File: config.mk
export PLATFORM = sky130hd
export DESIGN_NAME = serdes_port_clocking
export DESIGN_NICKNAME = d
export VERILOG_FILES = /design/src/serdes_port_pkg.sv /design/src/serdes_port_clocking.sv /design/src/char_fifo.sv
export SDC_FILE = /design/constraint.sdc
export NUM_CORES = 1
export LEC_CHECK = 0
export ABC_AREA = 1
export BUFFER_PORTS_ARGS = -buffer_cell sky130_fd_sc_hd__buf_2
export CORE_ASPECT_RATIO = 0.7
export CORE_UTILIZATION = 45
export DETAILED_ROUTE_END_ITERATION = 10
export GPL_ROUTABILITY_DRIVEN = 0
export PLACE_DENSITY = 0.74
export SYNTH_ARGS = -nofsm -noshare
export SYNTH_HDL_FRONTEND = slang
export SYNTH_SLANG_ARGS = --single-unit
File: constraint.sdc
create_clock -name mclk -period 9.51 [get_ports mclk]
set_clock_uncertainty 0.05 [all_clocks]
set_input_delay 2.3775 -clock mclk [delete_from_list [all_inputs] [get_ports mclk]]
set_output_delay 2.3775 -clock mclk [all_outputs]
set_load 0.02 [all_outputs]
File: src/serdes_port_pkg.sv
// constants, encodings and field layout of the parallel host port clocking block
// assumes a single 100 MHz system clock and AXI4-Lite register access
// Functional notes
// - phase tracks while reset low, frozen when high
// - two ternary selects decode nine static modes
// - half-rate mode uses both reference clock edges
// - ternary selects read LOW/MID/HIGH, floating is MID
// - rx data change after selected clock rising edge
// - decoder on: byte or special, status tells
// - decoder bypassed: upper eight raw character bits
// - bit clock twenty or ten times reference
// - capture on reference or tx_input_clock per select
package serdes_port_pkg;
  // ************************************************************
  // register map
  // ************************************************************
  localparam logic [3:0] ADDR_CONFIG = 4'h0;
  localparam logic [3:0] ADDR_STATUS = 4'h4;
  localparam logic [3:0] ADDR_RXCHAR = 4'h8;
  localparam logic [31:0] CONFIG_RESET = 32'h0000_0fb3;
  localparam logic [1:0] RESP_OKAY = 2'h0;
  localparam logic [1:0] RESP_SLVERR = 2'h2;
  // ************************************************************
  // config fields
  // ************************************************************
  localparam int CFG_TXCLKSEL_LSB = 0;
  localparam int CFG_RATE_BIT = 2;
  localparam int CFG_MODE0_LSB = 4;
  localparam int CFG_MODE1_LSB = 6;
  localparam int CFG_RXCLKSEL_LSB = 8;
  localparam int CFG_DECODER_MODE_SELECT_LSB = 10;
  localparam int CFG_PHRST_BIT = 12;
  localparam int CFG_USED_BITS = 13;
  // ************************************************************
  // status fields
  // ************************************************************
  localparam int ST_OVERFLOW_BIT = 0;
  localparam int ST_INVALID_BIT = 1;
  localparam int ST_LOCKED_BIT = 2;
  localparam int ST_MODE_LSB = 4;
  localparam int ST_MULT_LSB = 8;
  localparam int ST_PHASE_LSB = 16;
  // ************************************************************
  // ternary levels and sizes
  // ************************************************************
  localparam logic [1:0] LVL_LOW = 2'h0;
  localparam logic [1:0] LVL_MID = 2'h1;
  localparam logic [1:0] LVL_HIGH = 2'h2;
  localparam logic [1:0] LVL_FLOAT = 2'h3;
  localparam int MODE_COUNT = 9;
  localparam logic [4:0] MULT_HALF_RATE = 5'h14;
  localparam logic [4:0] MULT_FULL_RATE = 5'h0a;
  localparam int FIFO_DEPTH = 32;
  localparam int CHAR_WIDTH = 10;
  localparam logic [2:0] SYNTH_HIGH_CYC = 3'h3;
  localparam int PHASE_WIDTH = 8;

  typedef enum logic [1:0] {
    PH_ALIGN = 2'h1,
    PH_LOCK = 2'h2
  } phase_state_e;

  // floating code reads as the self-biased middle level
  function automatic logic [1:0] ternLevel(input logic [1:0] code);
    ternLevel = (code == LVL_FLOAT) ? LVL_MID : code;
  endfunction
endpackage

File: src/serdes_port_clocking.sv
// parallel host port clocking, mode select and receive output staging
// assumes external clocks arrive unsynchronised and are sampled on mclk
//
// The AXI4-Lite register port and the register offsets are this design's own decisions.
`timescale 1ns/1ps
module serdes_port_clocking (
  input wire logic mclk,
  input wire logic sys_rst,
  input wire logic [3:0] awaddr,
  input wire logic awvalid,
  output logic awready,
  input wire logic [31:0] wdata,
  input wire logic [3:0] wstrb,
  input wire logic wvalid,
  output logic wready,
  output logic [1:0] bresp,
  output logic bvalid,
  input wire logic bready,
  input wire logic [3:0] araddr,
  input wire logic arvalid,
  output logic arready,
  output logic [31:0] rdata,
  output logic [1:0] rresp,
  output logic rvalid,
  input wire logic rready,
  input wire logic reference_clock_in,
  input wire logic tx_input_clock,
  input wire logic rxRecoveredClock,
  input wire logic [7:0] tx_parallel_data,
  input wire logic [1:0] tx_char_control,
  output logic txBufferReady,
  output logic [9:0] txCharOut,
  output logic txCharValid,
  input wire logic txEncoderReady,
  output logic [8:0] txModeOneHot,
  output logic [4:0] txBitClockMult,
  output logic tx_synth_clock_out,
  input wire logic [9:0] rxCharIn,
  input wire logic rxCharComma,
  input wire logic [7:0] rxDecodedData,
  input wire logic [2:0] rxDecodedStatus,
  input wire logic rxCharStrobe,
  output logic [7:0] rx_parallel_data,
  output logic [2:0] rx_char_status,
  output logic rx_char_clock_out
);
  // ************************************************************
  // register bus
  // ************************************************************
  logic [31:0] config_r;
  logic overflow_r;
  logic [3:0] awAddr_r;
  logic awHeld_r;
  logic [31:0] wData_r;
  logic [3:0] wStrb_r;
  logic wHeld_r;
  logic bvalid_r;
  logic [1:0] bresp_r;
  logic rvalid_r;
  logic [31:0] rdata_r;
  logic [1:0] rresp_r;
  wire awTake = awvalid && awready;
  wire wTake = wvalid && wready;
  wire arTake = arvalid && arready;
  wire wrFire = awHeld_r && wHeld_r && !bvalid_r;
  wire wrConfig = wrFire && (awAddr_r == serdes_port_pkg::ADDR_CONFIG);
  wire wrStatus = wrFire && (awAddr_r == serdes_port_pkg::ADDR_STATUS);
  wire wrMapped = wrConfig || wrStatus;
  wire [31:0] strbMask = {{8{wStrb_r[3]}}, {8{wStrb_r[2]}}, {8{wStrb_r[1]}}, {8{wStrb_r[0]}}};
  wire [31:0] usedMask = (32'h1 << serdes_port_pkg::CFG_USED_BITS) - 32'h1;
  wire [31:0] config_nxt = ((config_r & ~strbMask) | (wData_r & strbMask)) & usedMask;
  wire clearOverflow = wrStatus && wStrb_r[0] && wData_r[serdes_port_pkg::ST_OVERFLOW_BIT];

  assign awready = !awHeld_r;
  assign wready = !wHeld_r;
  assign arready = !rvalid_r;
  assign bvalid = bvalid_r;
  assign bresp = bresp_r;
  assign rvalid = rvalid_r;
  assign rdata = rdata_r;
  assign rresp = rresp_r;

  always_ff @(posedge mclk or posedge sys_rst) begin
    if (sys_rst) begin
      awHeld_r <= 1'b0;
      awAddr_r <= 4'h0;
      wHeld_r <= 1'b0;
      wData_r <= 32'h0000_0000;
      wStrb_r <= 4'h0;
    end else begin
      if (awTake) begin
        awHeld_r <= 1'b1;
        awAddr_r <= awaddr;
      end else if (wrFire) begin
        awHeld_r <= 1'b0;
      end
      if (wTake) begin
        wHeld_r <= 1'b1;
        wData_r <= wdata;
        wStrb_r <= wstrb;
      end else if (wrFire) begin
        wHeld_r <= 1'b0;
      end
    end
  end

  always_ff @(posedge mclk or posedge sys_rst) begin
    if (sys_rst) begin
      bvalid_r <= 1'b0;
      bresp_r <= serdes_port_pkg::RESP_OKAY;
      config_r <= serdes_port_pkg::CONFIG_RESET;
    end else begin
      if (wrFire) begin
        bvalid_r <= 1'b1;
        bresp_r <= wrMapped ? serdes_port_pkg::RESP_OKAY : serdes_port_pkg::RESP_SLVERR;
      end else if (bready) begin
        bvalid_r <= 1'b0;
      end
      if (wrConfig) begin
        config_r <= config_nxt;
      end
    end
  end

  // ************************************************************
  // configuration decode
  // ************************************************************
  wire [1:0] txClkSel = serdes_port_pkg::ternLevel(config_r[1:0]);
  wire [1:0] modeSel0 = serdes_port_pkg::ternLevel(config_r[5:4]);
  wire [1:0] modeSel1 = serdes_port_pkg::ternLevel(config_r[7:6]);
  wire [1:0] rxClkSel = serdes_port_pkg::ternLevel(config_r[9:8]);
  wire [1:0] decoder_mode_select = serdes_port_pkg::ternLevel(config_r[11:10]);
  wire rateHigh = config_r[serdes_port_pkg::CFG_RATE_BIT];
  wire phaseHold = config_r[serdes_port_pkg::CFG_PHRST_BIT];
  // forbidden combination falls back to the reference clock path
  wire invalidCfg = rateHigh && (txClkSel != serdes_port_pkg::LVL_LOW);
  wire useTxClk = (txClkSel != serdes_port_pkg::LVL_LOW) && !invalidCfg;
  wire [3:0] modeIdx = {2'h0, modeSel1} * 4'h3 + {2'h0, modeSel0};

  genvar gi;
  generate
    for (gi = 0; gi < serdes_port_pkg::MODE_COUNT; gi++) begin : g_mode
      assign txModeOneHot[gi] = (modeIdx == 4'(gi));
    end
  endgenerate

  assign txBitClockMult = rateHigh ? serdes_port_pkg::MULT_HALF_RATE
                                   : serdes_port_pkg::MULT_FULL_RATE;

  // ************************************************************
  // pin synchronisers and edge detection
  // ************************************************************
  logic [2:0] refSync_r;
  logic [2:0] txClkSync_r;
  logic [2:0] rxClkSync_r;
  logic [9:0] txPinMeta_r;
  logic [9:0] txPinSync_r;
  always_ff @(posedge mclk or posedge sys_rst) begin
    if (sys_rst) begin
      refSync_r <= 3'h0;
      txClkSync_r <= 3'h0;
      rxClkSync_r <= 3'h0;
      txPinMeta_r <= 10'h000;
      txPinSync_r <= 10'h000;
    end else begin
      refSync_r <= {refSync_r[1:0], reference_clock_in};
      txClkSync_r <= {txClkSync_r[1:0], tx_input_clock};
      rxClkSync_r <= {rxClkSync_r[1:0], rxRecoveredClock};
      txPinMeta_r <= {tx_char_control, tx_parallel_data};
      txPinSync_r <= txPinMeta_r;
    end
  end
  wire refRise = refSync_r[1] && !refSync_r[2];
  wire refFall = !refSync_r[1] && refSync_r[2];
  wire txClkRise = txClkSync_r[1] && !txClkSync_r[2];
  wire rxClkRise = rxClkSync_r[1] && !rxClkSync_r[2];
  wire charTick = refRise || (rateHigh && refFall);
  wire captureEdge = useTxClk ? txClkRise : charTick;

  // ************************************************************
  // phase alignment
  // ************************************************************
  serdes_port_pkg::phase_state_e phState_r;
  serdes_port_pkg::phase_state_e phState_nxt;
  logic [7:0] phaseCnt_r;
  logic [7:0] phaseOffset_r;
  always_comb begin
    case (phState_r)
      serdes_port_pkg::PH_ALIGN: begin
        phState_nxt = phaseHold ? serdes_port_pkg::PH_LOCK : serdes_port_pkg::PH_ALIGN;
      end
      serdes_port_pkg::PH_LOCK: begin
        phState_nxt = phaseHold ? serdes_port_pkg::PH_LOCK : serdes_port_pkg::PH_ALIGN;
      end
      default: begin
        phState_nxt = serdes_port_pkg::PH_ALIGN;
      end
    endcase
  end
  wire locked = (phState_r == serdes_port_pkg::PH_LOCK);
  wire pathOpen = locked || !useTxClk;
  always_ff @(posedge mclk or posedge sys_rst) begin
    if (sys_rst) begin
      phState_r <= serdes_port_pkg::PH_ALIGN;
      phaseCnt_r <= 8'h00;
      phaseOffset_r <= 8'h00;
    end else begin
      phState_r <= phState_nxt;
      phaseCnt_r <= charTick ? 8'h00 : phaseCnt_r + 8'h01;
      if (!locked && txClkRise) begin
        phaseOffset_r <= phaseCnt_r;
      end
    end
  end

  // ************************************************************
  // phase-align buffer
  // ************************************************************
  logic [9:0] fifoOutData;
  logic fifoOutValid;
  logic fifoInReady;
  wire fifoPush = captureEdge && pathOpen;
  wire fifoPop = charTick && pathOpen && txEncoderReady && fifoOutValid;
  assign txBufferReady = fifoInReady;

  char_fifo #(
    .WIDTH(serdes_port_pkg::CHAR_WIDTH),
    .DEPTH(serdes_port_pkg::FIFO_DEPTH)
  ) u_fifo (
    .clk(mclk),
    .rst(sys_rst),
    .flush(!pathOpen),
    .inData(txPinSync_r),
    .inValid(fifoPush),
    .inReady(fifoInReady),
    .outData(fifoOutData),
    .outValid(fifoOutValid),
    .outReady(fifoPop)
  );

  logic [9:0] txCharOut_r;
  logic txCharValid_r;
  logic [2:0] synthCnt_r;
  logic synthClk_r;
  always_ff @(posedge mclk or posedge sys_rst) begin
    if (sys_rst) begin
      txCharOut_r <= 10'h000;
      txCharValid_r <= 1'b0;
      overflow_r <= 1'b0;
      synthCnt_r <= 3'h0;
      synthClk_r <= 1'b0;
    end else begin
      txCharValid_r <= fifoPop;
      if (fifoPop) begin
        txCharOut_r <= fifoOutData;
      end
      overflow_r <= (fifoPush && !fifoInReady) || (overflow_r && !clearOverflow);
      synthCnt_r <= charTick ? serdes_port_pkg::SYNTH_HIGH_CYC
                             : ((synthCnt_r != 3'h0) ? synthCnt_r - 3'h1 : 3'h0);
      synthClk_r <= charTick || (synthCnt_r > 3'h1);
    end
  end
  assign txCharOut = txCharOut_r;
  assign txCharValid = txCharValid_r;
  assign tx_synth_clock_out = synthClk_r;

  // ************************************************************
  // receive output staging
  // ************************************************************
  logic [9:0] pendRaw_r;
  logic pendComma_r;
  logic [7:0] pendData_r;
  logic [2:0] pendStat_r;
  logic pendValid_r;
  logic [7:0] rxData_r;
  logic [2:0] rxStat_r;
  logic rxClkOut_r;
  wire rxUseRef = (rxClkSel == serdes_port_pkg::LVL_LOW);
  wire rxSelRise = rxUseRef ? refRise : rxClkRise;
  wire rxUpdate = rxSelRise && pendValid_r;
  wire decBypass = (decoder_mode_select == serdes_port_pkg::LVL_LOW);
  wire [7:0] rxData_nxt = decBypass ? pendRaw_r[9:2] : pendData_r;
  wire [2:0] rxStat_nxt = decBypass ? {pendComma_r, pendRaw_r[1:0]} : pendStat_r;
  always_ff @(posedge mclk or posedge sys_rst) begin
    if (sys_rst) begin
      pendRaw_r <= 10'h000;
      pendComma_r <= 1'b0;
      pendData_r <= 8'h00;
      pendStat_r <= 3'h0;
      pendValid_r <= 1'b0;
      rxData_r <= 8'h00;
      rxStat_r <= 3'h0;
      rxClkOut_r <= 1'b0;
    end else begin
      if (rxCharStrobe) begin
        pendRaw_r <= rxCharIn;
        pendComma_r <= rxCharComma;
        pendData_r <= rxDecodedData;
        pendStat_r <= rxDecodedStatus;
      end
      pendValid_r <= rxCharStrobe || (pendValid_r && !rxUpdate);
      if (rxUpdate) begin
        rxData_r <= rxData_nxt;
        rxStat_r <= rxStat_nxt;
      end
      rxClkOut_r <= rxUseRef ? refSync_r[1] : rxClkSync_r[1];
    end
  end
  assign rx_parallel_data = rxData_r;
  assign rx_char_status = rxStat_r;
  assign rx_char_clock_out = rxClkOut_r;

  // ************************************************************
  // register read
  // ************************************************************
  wire [31:0] statusWord = {8'h00, phaseOffset_r, 3'h0, txBitClockMult, modeIdx,
                            1'b0, locked, invalidCfg, overflow_r};
  wire [31:0] rxWord = {21'h000000, rxStat_r, rxData_r};
  wire rdMapped = (araddr == serdes_port_pkg::ADDR_CONFIG) ||
                  (araddr == serdes_port_pkg::ADDR_STATUS) ||
                  (araddr == serdes_port_pkg::ADDR_RXCHAR);
  wire [31:0] rdMux = (araddr == serdes_port_pkg::ADDR_CONFIG) ? config_r :
                      (araddr == serdes_port_pkg::ADDR_STATUS) ? statusWord :
                      (araddr == serdes_port_pkg::ADDR_RXCHAR) ? rxWord : 32'h0000_0000;
  always_ff @(posedge mclk or posedge sys_rst) begin
    if (sys_rst) begin
      rvalid_r <= 1'b0;
      rdata_r <= 32'h0000_0000;
      rresp_r <= serdes_port_pkg::RESP_OKAY;
    end else if (arTake) begin
      rvalid_r <= 1'b1;
      rdata_r <= rdMux;
      rresp_r <= rdMapped ? serdes_port_pkg::RESP_OKAY : serdes_port_pkg::RESP_SLVERR;
    end else if (rready) begin
      rvalid_r <= 1'b0;
    end
  end
endmodule

File: src/char_fifo.sv
// small character fifo with registered output stage
// assumes one clock; both sides use valid/ready
`timescale 1ns/1ps
module char_fifo #(
  parameter int WIDTH = 10,
  parameter int DEPTH = 32
) (
  input wire logic clk,
  input wire logic rst,
  input wire logic flush,
  input wire logic [WIDTH-1:0] inData,
  input wire logic inValid,
  output logic inReady,
  output logic [WIDTH-1:0] outData,
  output logic outValid,
  input wire logic outReady
);
  localparam int AW = $clog2(DEPTH);
  logic [WIDTH-1:0] mem [DEPTH];
  logic [AW-1:0] wrPtr_r;
  logic [AW-1:0] rdPtr_r;
  logic [AW:0] count_r;
  logic [WIDTH-1:0] outData_r;
  logic outValid_r;
  wire push = inValid && inReady;
  wire load = (count_r != '0) && (!outValid_r || outReady);

  assign inReady = (count_r != DEPTH[AW:0]) && !flush;
  assign outData = outData_r;
  assign outValid = outValid_r;

  always_ff @(posedge clk) begin
    if (push) begin
      mem[wrPtr_r] <= inData;
    end
  end

  always_ff @(posedge clk or posedge rst) begin
    if (rst) begin
      wrPtr_r <= '0;
      rdPtr_r <= '0;
      count_r <= '0;
      outValid_r <= 1'b0;
      outData_r <= '0;
    end else if (flush) begin
      wrPtr_r <= '0;
      rdPtr_r <= '0;
      count_r <= '0;
      outValid_r <= 1'b0;
    end else begin
      if (push) begin
        wrPtr_r <= wrPtr_r + 1'b1;
      end
      if (load) begin
        rdPtr_r <= rdPtr_r + 1'b1;
        outData_r <= mem[rdPtr_r];
        outValid_r <= 1'b1;
      end else if (outReady) begin
        outValid_r <= 1'b0;
      end
      count_r <= count_r + {{AW{1'b0}}, push} - {{AW{1'b0}}, load};
    end
  end
endmodule

# Word-level counts from Yosys, hierarchy flattened
# Memories as Yosys holds them, arrays and structs flattened. A register that Yosys moved wholly into a read port is not among the register bits.
# Index checks and enable logic that the tools add are counted.
classes:
  addsub: 7
  mul: 1
  order_cmp: 1
  eq_ne: 22
  n_mux: 38
  n_bitwise: 4
  n_reduce_logical: 66
op_table:
  columns: ["op", "n"]
  rows:
  - ["two-way mux 24 bit", 2]
  - ["logical AND 1 bit", 28]
  - ["AND 13 bit", 2]
  - ["two-way mux 5 bit", 5]
  - ["equality test 4 x 3 -> 1 bit, second input constant", 6]
  - ["two-way mux 2 bit", 9]
  - ["two-way mux 8 bit", 2]
  - ["logical NOT 1 bit", 15]
  - ["two-way mux 1 bit", 15]
  - ["inverter 13 bit", 1]
  - ["OR 13 bit", 1]
  - ["equality test 2 bit, second input constant", 6]
  - ["logical NOT 4 bit", 3]
  - ["two-way mux 11 bit", 1]
  - ["adder 5 x 1 -> 5 bit, second input constant", 2]
  - ["nonzero test 2 bit", 5]
  - ["logical OR 1 bit", 9]
  - ["two-way mux 3 bit", 3]
  - ["adder 8 x 1 -> 8 bit, second input constant", 1]
  - ["equality test 4 x 2 -> 1 bit, second input constant", 2]
  - ["equality test 4 bit, second input constant", 2]
  - ["adder 6 x 1 -> 6 bit", 1]
  - ["two-way mux 6 bit", 1]
  - ["inequality test 6 bit, second input constant", 1]
  - ["other kinds (14)", 16]
word_totals:
  ff_bits: 187
  ram_bits: 320
  inputBits: 88
  out_inout_bits: 80
  wordCells: 176
  n_memories: 1
mem_list:
  columns: ["memory", "depth", "word_bits", "read_ports", "rd_ports_with_merged_regs", "wr", "line_no", "text"]
  rows:
  - ["u_fifo.mem", 32, 10, 1, 1, 1, "char_fifo.sv:19", "logic [WIDTH-1:0] mem [DEPTH];"]

# Logic depth before layout (Yosys ltp)
# Gate-level depths: netlist of the first run.
logic_depth:
  word_depth: 15
  mapped_depth: 17

# Hierarchy
# Synthesis of the first run repeated with hierarchy kept, for this count alone.
hier_totals:
  cells_unflattened: 2127
  area_unflattened_um2: 21576.9
modules_own_cells:
  columns: ["module", "n_inst", "cells_each", "area_each_um2"]
  rows:
  - ["char_fifo", 1, 1422, 14913.1]
  - ["serdes_port_clocking", 1, 705, 6663.9]

# Worst setup path before layout of the first run
# Ideal clock, no wire load.
synth_timing:
  kind: "reg-to-output"
  from: "register with a tool-made name"
  to: "output txModeOneHot[1]"
  arrival_time_ns: 2.303
  required_time_ns: 7.082
  setup_slack_ns: 4.780
  stages_incl_launch_ff: 8
  n_path_buf: 0
  cell_sequence: "dfrtp_1 -> or2_2 -> ha_1 -> ha_1 -> fa_1 -> inv_1 -> nand2_1 -> nor3_1"
synth_lines:
  columns: ["item", "line_no", "text"]
  rows:
  - ["to (decl)", "serdes_port_clocking.sv:35", "output logic [8:0] txModeOneHot,"]

==> results of run 1 <==
[metal layers]
layer  track usage, %  wire length [microns]  vias up
li1                 -                      -     6948
met3            4.191                   4768       77
met5                0                     12        -
met4            4.855                    929        2
met1            31.60                  22190     7170
met2            31.88                  22910      596
[through the flow]
| step | instances | setup WS [ns] |
|---|---|---|
| floorplan | 2064 | 2.099 |
| global placement | 2733 | 4.861 |
| detailed placement | 2733 | 4.782 |
| CTS | 2817 | 4.175 |
| global route | 2817 | 3.990 |
| finish | 2817 | 4.128 |
[registers in the layout, indices dropped and copies added, names as in the netlist, 10 cells and up, named ones only]
| signal | flops |
|---|---|
| txPinSync_r | 10 |
| u_fifo.mem | 320 |
| rdata | 21 |
| pendRaw_r | 10 |
| txPinMeta_r | 10 |
| u_fifo.outData | 10 |
| wData_r | 13 |
| txCharOut | 10 |
[layout make-up]
class                      count  area [sq um]
sequential                   504         14230
multi-input combinational   1211          5705
tap                          612         765.7
clock inverter                18         167.7
clock buffer                  66          1403
fill                        4009         22460
timing repair buffer         168         930.9
inverter                     238         909.6
[critical path: stages (launching register included)]
cell	delay, ns
sky130_fd_sc_hd__dfrtp_1	0.43
sky130_fd_sc_hd__or2_2	0.32
sky130_fd_sc_hd__ha_1	0.30
sky130_fd_sc_hd__ha_1	0.20
sky130_fd_sc_hd__fa_1	0.61
sky130_fd_sc_hd__nand2_1	0.12
sky130_fd_sc_hd__nor3_1	0.20
sky130_fd_sc_hd__buf_2	0.21
[power by group]
part	leakage (nW)	switching (mW)	internal [mW]	total, mW
registers	5.13	0.185	2.61	2.80
logic	4.60	1.44	0.570	2.01
clock network	0.781	0.802	1.11	1.91
[final timing paths]
check                                         endpoint  slack (ns)                     start  cells past startpoint
setup reg to reg           u_fifo.count_r[4]$_DFF_PP0_        6.02    phState_r[0]$_DFF_PP1_                     17
max in group asynchronous     txPinMeta_r[5]$_DFF_PP0_        6.10                   sys_rst                      3
setup / recovery                       txModeOneHot[5]        4.13                      flop                      7
hold reg to reg               txPinSync_r[1]$_DFF_PP0_        0.30  txPinMeta_r[1]$_DFF_PP0_                      0
min in group asynchronous        rdata[22]$_DFFE_PP0P_        1.94                   sys_rst                      2
hold / removal                txPinSync_r[1]$_DFF_PP0_        0.30  txPinMeta_r[1]$_DFF_PP0_                      0
[layout by cell type, fill, tap and decap left out, drive strengths merged, types with 14 or more instances in the layout]
cell type,count
a21oi,41
edfxtp,320
inv,237
conb,14
clkinv,16
ha,21
nand3,218
clkbuf,66
nor3,43
mux2,22
nand2,592
buf,168
o21ai,95
dfrtp,174
o211ai,14
nor2,115
[logic make-up (layout without fill, tap and decap cells)]
logic type                 count (synthesis)  after routing
other                                      1             14
xor gates and xnor gates                   6              6
buffers and inverters                    349            490
muxes                                     22             22
and+or+nand+nor                          978            978
adders and majority gates                 23             23
AOI/OAI and AO/OA                        168            168
DFF                                      504            504
==> run metrics, run 1 <==
Total Neg Setup Slack=0 ns; required time of the critical path=7.08 ns; type of the worst setup path=flop to primary output; Worst-Skew Late Latency=between 0.5 and 0.6 ns; routed wirelength normalized by instance count=18.04 microns; post-synth design cell area=21,290 sq um; detailed-route DRC error count=0; most instantiated flip-flop cell in the synthesis netlist=sky130_fd_sc_hd__edfxtp_1; period utilization=56.60%; first-pass GRT wire length=78.45 mm; class of the tightest hold or removal check=flop to flop; number of diodes added for antenna fixing=0; CTS clock-pin slew for the worst setup and hold paths=approximately 0.060 ns; maximum number of pins on one net before global-route repair=~130; post-synthesis cell type with the largest combined area=sky130_fd_sc_hd__edfxtp_1; drt via density=between 5 and 6; share of the core filled with cells=between 50% and 60%; data arrival time of the critical path=just under 3 ns; # resized after CTS=0; most repeated cell in the gate-level netlist after synthesis=sky130_fd_sc_hd__nand2_1; number of failing hold endpoints at the final stage=0; initial antenna violation count=1; yosys warns=0; post-synthesis area per instance=10.38 sq um; clock period minus worst slack=roughly 5.4 ns; number of DRC markers in iteration 0=1,802; worst slew pin tran=~1.3 ns; crit path capture type=primary output; flops & latches, synth=~500; share of synthesized area spent on multiplexers=under 10%; wire length reported by the detailed router=just over 50 mm; count of H-tree levels built during CTS=2; TritonCTS clock tree=built; result of the run=finished clean; maximum fanout along the worst path=5; hold-fix buffers at CTS=0; area share of and/or/nand/nor cells after synthesis=19.18%; total CTS buffers=46; global-route congestion overflow total=0; share of the synthesized area in the top cell type=a little under half; fraction of the mapped netlist area in compound gates=under 10%; xor and xnor area share after synthesis=less than 1%; area added between synthesis and finish=13.26%; most instantiated cells after synthesis=sky130_fd_sc_hd__nand2_1, sky130_fd_sc_hd__edfxtp_1, sky130_fd_sc_hd__inv_1, sky130_fd_sc_hd__nand3_1, sky130_fd_sc_hd__dfrtp_1; Layout Nets=approximately 2,300; maximum count of clock buffers along a single path=3; Post-synth ARST share=around 37%; instance count of the mapped netlist=slightly above 2,000; final hold slack=~0.30 ns; number of nets still failing antenna checks after routing=0; adder and majority cell fraction of the synthesized area=approximately 1.4%; final instance area=between 20,000 and 25,000 sq um; # Max-Cap Violations=0; vias after detailed routing=between 10,000 and 15,000; largest voltage drop on the vdd net=roughly 150 uV; Die Area=between 40,000 and 50,000 sq um; Overall Global Routing Usage=21.19%; CTS root buf=sky130_fd_sc_hd__clkbuf_16; die outline height=between 150 and 200 microns; unique cell type count in the Yosys netlist=40; clk sinks=approximately 500; final max-slew violation count=0; Die X-Extent=around 260 microns; Startpoint Class=flop; Leak Pwr=between 10 and 15 nW; Max Fclk=about 0.19 GHz; initial core utilization=~46%; core area=around 47,000 sq um; fraction of layout instances using a drive strength above 1=between 10% and 20%; cell types with the largest area share after synthesis=sky130_fd_sc_hd__edfxtp_1, sky130_fd_sc_hd__dfrtp_1, sky130_fd_sc_hd__nand2_1; drt first pass iters=7; sequential area share after synthesis=66.82%; number of I/O port buffers=132; vias in the first global route=about 14,000; half-perimeter wire length of the detailed placement result=between 30 and 40 mm; power after layout=between 6 and 7 mW; Post-CTS Setup Repair Bufs=0; dominant combinational cell family by area after synthesis=simple AND/OR/NAND/NOR gates; Worst slew margin=approximately 11%; number of setup violations in the final report=0; count of flip-flops with a built-in enable after synthesis=320; Boundary Pins=roughly 170; number of standard-cell rows in the floorplan=66; unrepaired setup endpoints after global routing=no; cell area power density=between 200 and 300 nW/um^2; Post-Place Cell Area=around 23,000 sq um
(Power assumes the default switching activity.)
==> run 2, diff against run 1 <==
==> constraint.sdc (replaced) <==
create_clock -name mclk -period 5.6 [get_ports mclk]
set_clock_uncertainty 0.05 [all_clocks]
set_input_delay 1.4 -clock mclk [delete_from_list [all_inputs] [get_ports mclk]]
set_output_delay 1.4 -clock mclk [all_outputs]
set_load 0.02 [all_outputs]
==> run 2 against run 1 <==
  * Critical path depth unchanged
  * Worst hold slack worse by 0.0024 ns
  * Die area unchanged
  * Register-to-register slack worse by 3.9 ns
  * Clock-buffer cell count down 12
  * Global-route usage down 0.13 points
  * Wire length up 0.23%
  * Combinational power up 66%
  * Largest power group unchanged
  * Non-clock buffer count up 1
  * Clock power up 63%
  * Utilization down 0.12 points
==> run metrics, run 2 (synthesized netlist as in run 1, its figures left out) <==
number of I/O port buffers=132 (unchanged); largest voltage drop on the vdd net=280.0 uV (+82%); detailed-route DRC error count=0 (unchanged); TritonCTS clock tree=built; count of H-tree levels built during CTS=2 (unchanged); Overall Global Routing Usage=21.06% (-0.13 points); result of the run=finished clean; Worst-Skew Late Latency=0.57 ns (about the same); total CTS buffers=47 (+2.2%); final hold slack=0.2971 ns (-0.002400 ns); half-perimeter wire length of the detailed placement result=31.88 mm (+0.83%); clock period minus worst slack=4.348 ns; initial core utilization=45.71% (unchanged); share of the core filled with cells=51.65% (-0.12 points); cell type group with the largest total delay on the critical path=adder cells; period utilization=77.65%; most common cell after layout, fill and taps aside=sky130_fd_sc_hd__nand2_1; die outline height=184.0 microns (unchanged); Reg with most FFs=u_fifo.mem; # resized after CTS=0 (unchanged); CP dominant cell by count=sky130_fd_sc_hd__ha_1; layout filler cell count=3,967 (-1.0%); number of standard-cell rows in the floorplan=66 (unchanged); CTS clock-pin slew for the worst setup and hold paths=0.06 ns (about the same); first-pass GRT wire length=77.91 mm (-0.69%); # Max-Cap Violations=0 (unchanged); routed wirelength normalized by instance count=18.07 microns (+0.16%); maximum count of clock buffers along a single path=3 (unchanged); Leak Pwr=10.47 nW (-0.35%); Die X-Extent=262.0 microns (unchanged); number of flip-flops under the largest register name=320 (unchanged); vias in the first global route=13,940 (-0.16%); cell chain of the critical path=or2_2 -> ha_1 -> ha_1 -> fa_1 -> nand2_1 -> nor3_1 -> buf_2; required time of the critical path=4.15 ns (-2.93 ns); data arrival time of the critical path=2.90 ns (-0.05 ns); CTS root buf=sky130_fd_sc_hd__clkbuf_16; worst slew pin tran=1.373 ns (+0.03953 ns); drt via density=5.283 (+0.61%); Max Fclk=roughly 0.23 GHz; drt first pass iters=6 (-1); Critical Path Max Stage Delay=0.60 ns (about the same); clk sinks=504 (unchanged); Layout Nets=2,282 (+0.088%); cell area power density=466.5 nW/um^2 (+67%); number of DRC markers in iteration 0=1,841 (+2.2%); number of diodes added for antenna fixing=0 (unchanged); Die Area=48,200 sq um (unchanged); unrepaired setup endpoints after global routing=no; number of failing hold endpoints at the final stage=0 (unchanged); final max-slew violation count=0 (unchanged); buffers and inverters on the worst path=1 (unchanged); Total Neg Setup Slack=0 ns (unchanged); class of the tightest hold or removal check=flop to flop; crit path capture type=primary output; Post-CTS Setup Repair Bufs=0 (unchanged); Worst slew margin=8.477% (-2.6 points); fraction of layout instances using a drive strength above 1=13.37% (-0.24 points); wire length reported by the detailed router=50.93 mm (+0.23%); hold-fix buffers at CTS=0 (unchanged); maximum fanout along the worst path=5 (unchanged); number of nets still failing antenna checks after routing=0 (unchanged); type of the worst setup path=flop to primary output; Boundary Pins=168 (unchanged); Startpoint Class=flop; vias after detailed routing=14,890 (+0.68%); global-route congestion overflow total=0 (unchanged); initial antenna violation count=0 (-1); slowest library cell on the worst path=sky130_fd_sc_hd__fa_1; area added between synthesis and finish=13.01%; core area=46,570 sq um (unchanged); maximum number of pins on one net before global-route repair=136 (+8.8%); most frequent cells in the layout=sky130_fd_sc_hd__nand2_1, sky130_fd_sc_hd__edfxtp_1, sky130_fd_sc_hd__inv_1, sky130_fd_sc_hd__nand3_1, sky130_fd_sc_hd__dfrtp_1; number of setup violations in the final report=0 (unchanged)
==> run 2: cell count changes in the layout (fill, tap and decap cells not counted), moves of 2 or more <==
cell                        before  now
sky130_fd_sc_hd__clkbuf_16      50   48
sky130_fd_sc_hd__clkinv_2        6   12
sky130_fd_sc_hd__inv_4           3    1
sky130_fd_sc_hd__clkbuf_8        9    1
sky130_fd_sc_hd__clkinv_1        9   17
sky130_fd_sc_hd__buf_12          0    2
==> run 2: metrics by stage <==
stage,instance area (sq um),instances,power (mW),setup slack [ns]
floorplan,21340,2064,7.125,1.794
global placement,22570,2734,7.986,1.890
detailed placement,22570,2734,8.124,1.813
CTS,24060,2819,11.23,1.256
global route,24060,2819,11.83,1.135
finish,24060,2819,11.22,1.252
==> run 2: per-layer routing <==
layer / GRT usage, % / up-vias / wire length [microns]
met5: 0 / - / 0
met4: 5.618 / 0 / 1057
met3: 5.390 / 97 / 5118
met2: 29.91 / 635 / 22100
met1: 31.86 / 7209 / 22650
li1: - / 6953 / -
==> run 2: cell type report <==
cell class / count / area (sq um) / share of cell area, %
tap: 612 / 765.7 / 3.183
clock inverter: 31 / 252.7 / 1.051
timing repair buffer: 169 / 963.4 / 4.005
inverter: 238 / 905.9 / 3.765
sequential: 504 / 14230 / 59.15
multi-input combinational: 1211 / 5705 / 23.72
clock buffer: 54 / 1234 / 5.128
==> run 2: report_power, final <==
group | internal [mW] | switching (mW) | leakage (nW)
registers | 4.44 | 0.345 | 5.13
clock network | 1.76 | 1.35 | 0.738
logic | 0.974 | 2.36 | 4.60
total | 7.17 | 4.05 | 10.5
==> run 2: worst paths after layout <==
kind,from,end,slack (ns),depth (start not counted)
max in group asynchronous,sys_rst,txCharOut[2]$_DFFE_PP0P_,3.54,3
min reg2reg,txPinMeta_r[3]$_DFF_PP0_,txPinSync_r[3]$_DFF_PP0_,0.30,0
min,txPinMeta_r[3]$_DFF_PP0_,txPinSync_r[3]$_DFF_PP0_,0.30,0
max,flop,txModeOneHot[5],1.25,7
min in group asynchronous,sys_rst,txPinSync_r[7]$_DFF_PP0_,0.82,2
max reg2reg,phState_r[0]$_DFF_PP1_,u_fifo.count_r[4]$_DFF_PP0_,2.09,17
==> run 2: worst reg2reg max path, delay by kind of cell, from the launching register on <==
kind / cells / cell delay [ns]
adder cells (fa/ha/maj): 4 / 1.10
AND/OR/NAND/NOR: 7 / 1.07
flip-flops: 1 / 0.52
buffers and inverters: 4 / 0.30
XOR/XNOR: 1 / 0.20
AO/OA/AOI/OAI: 1 / 0.16
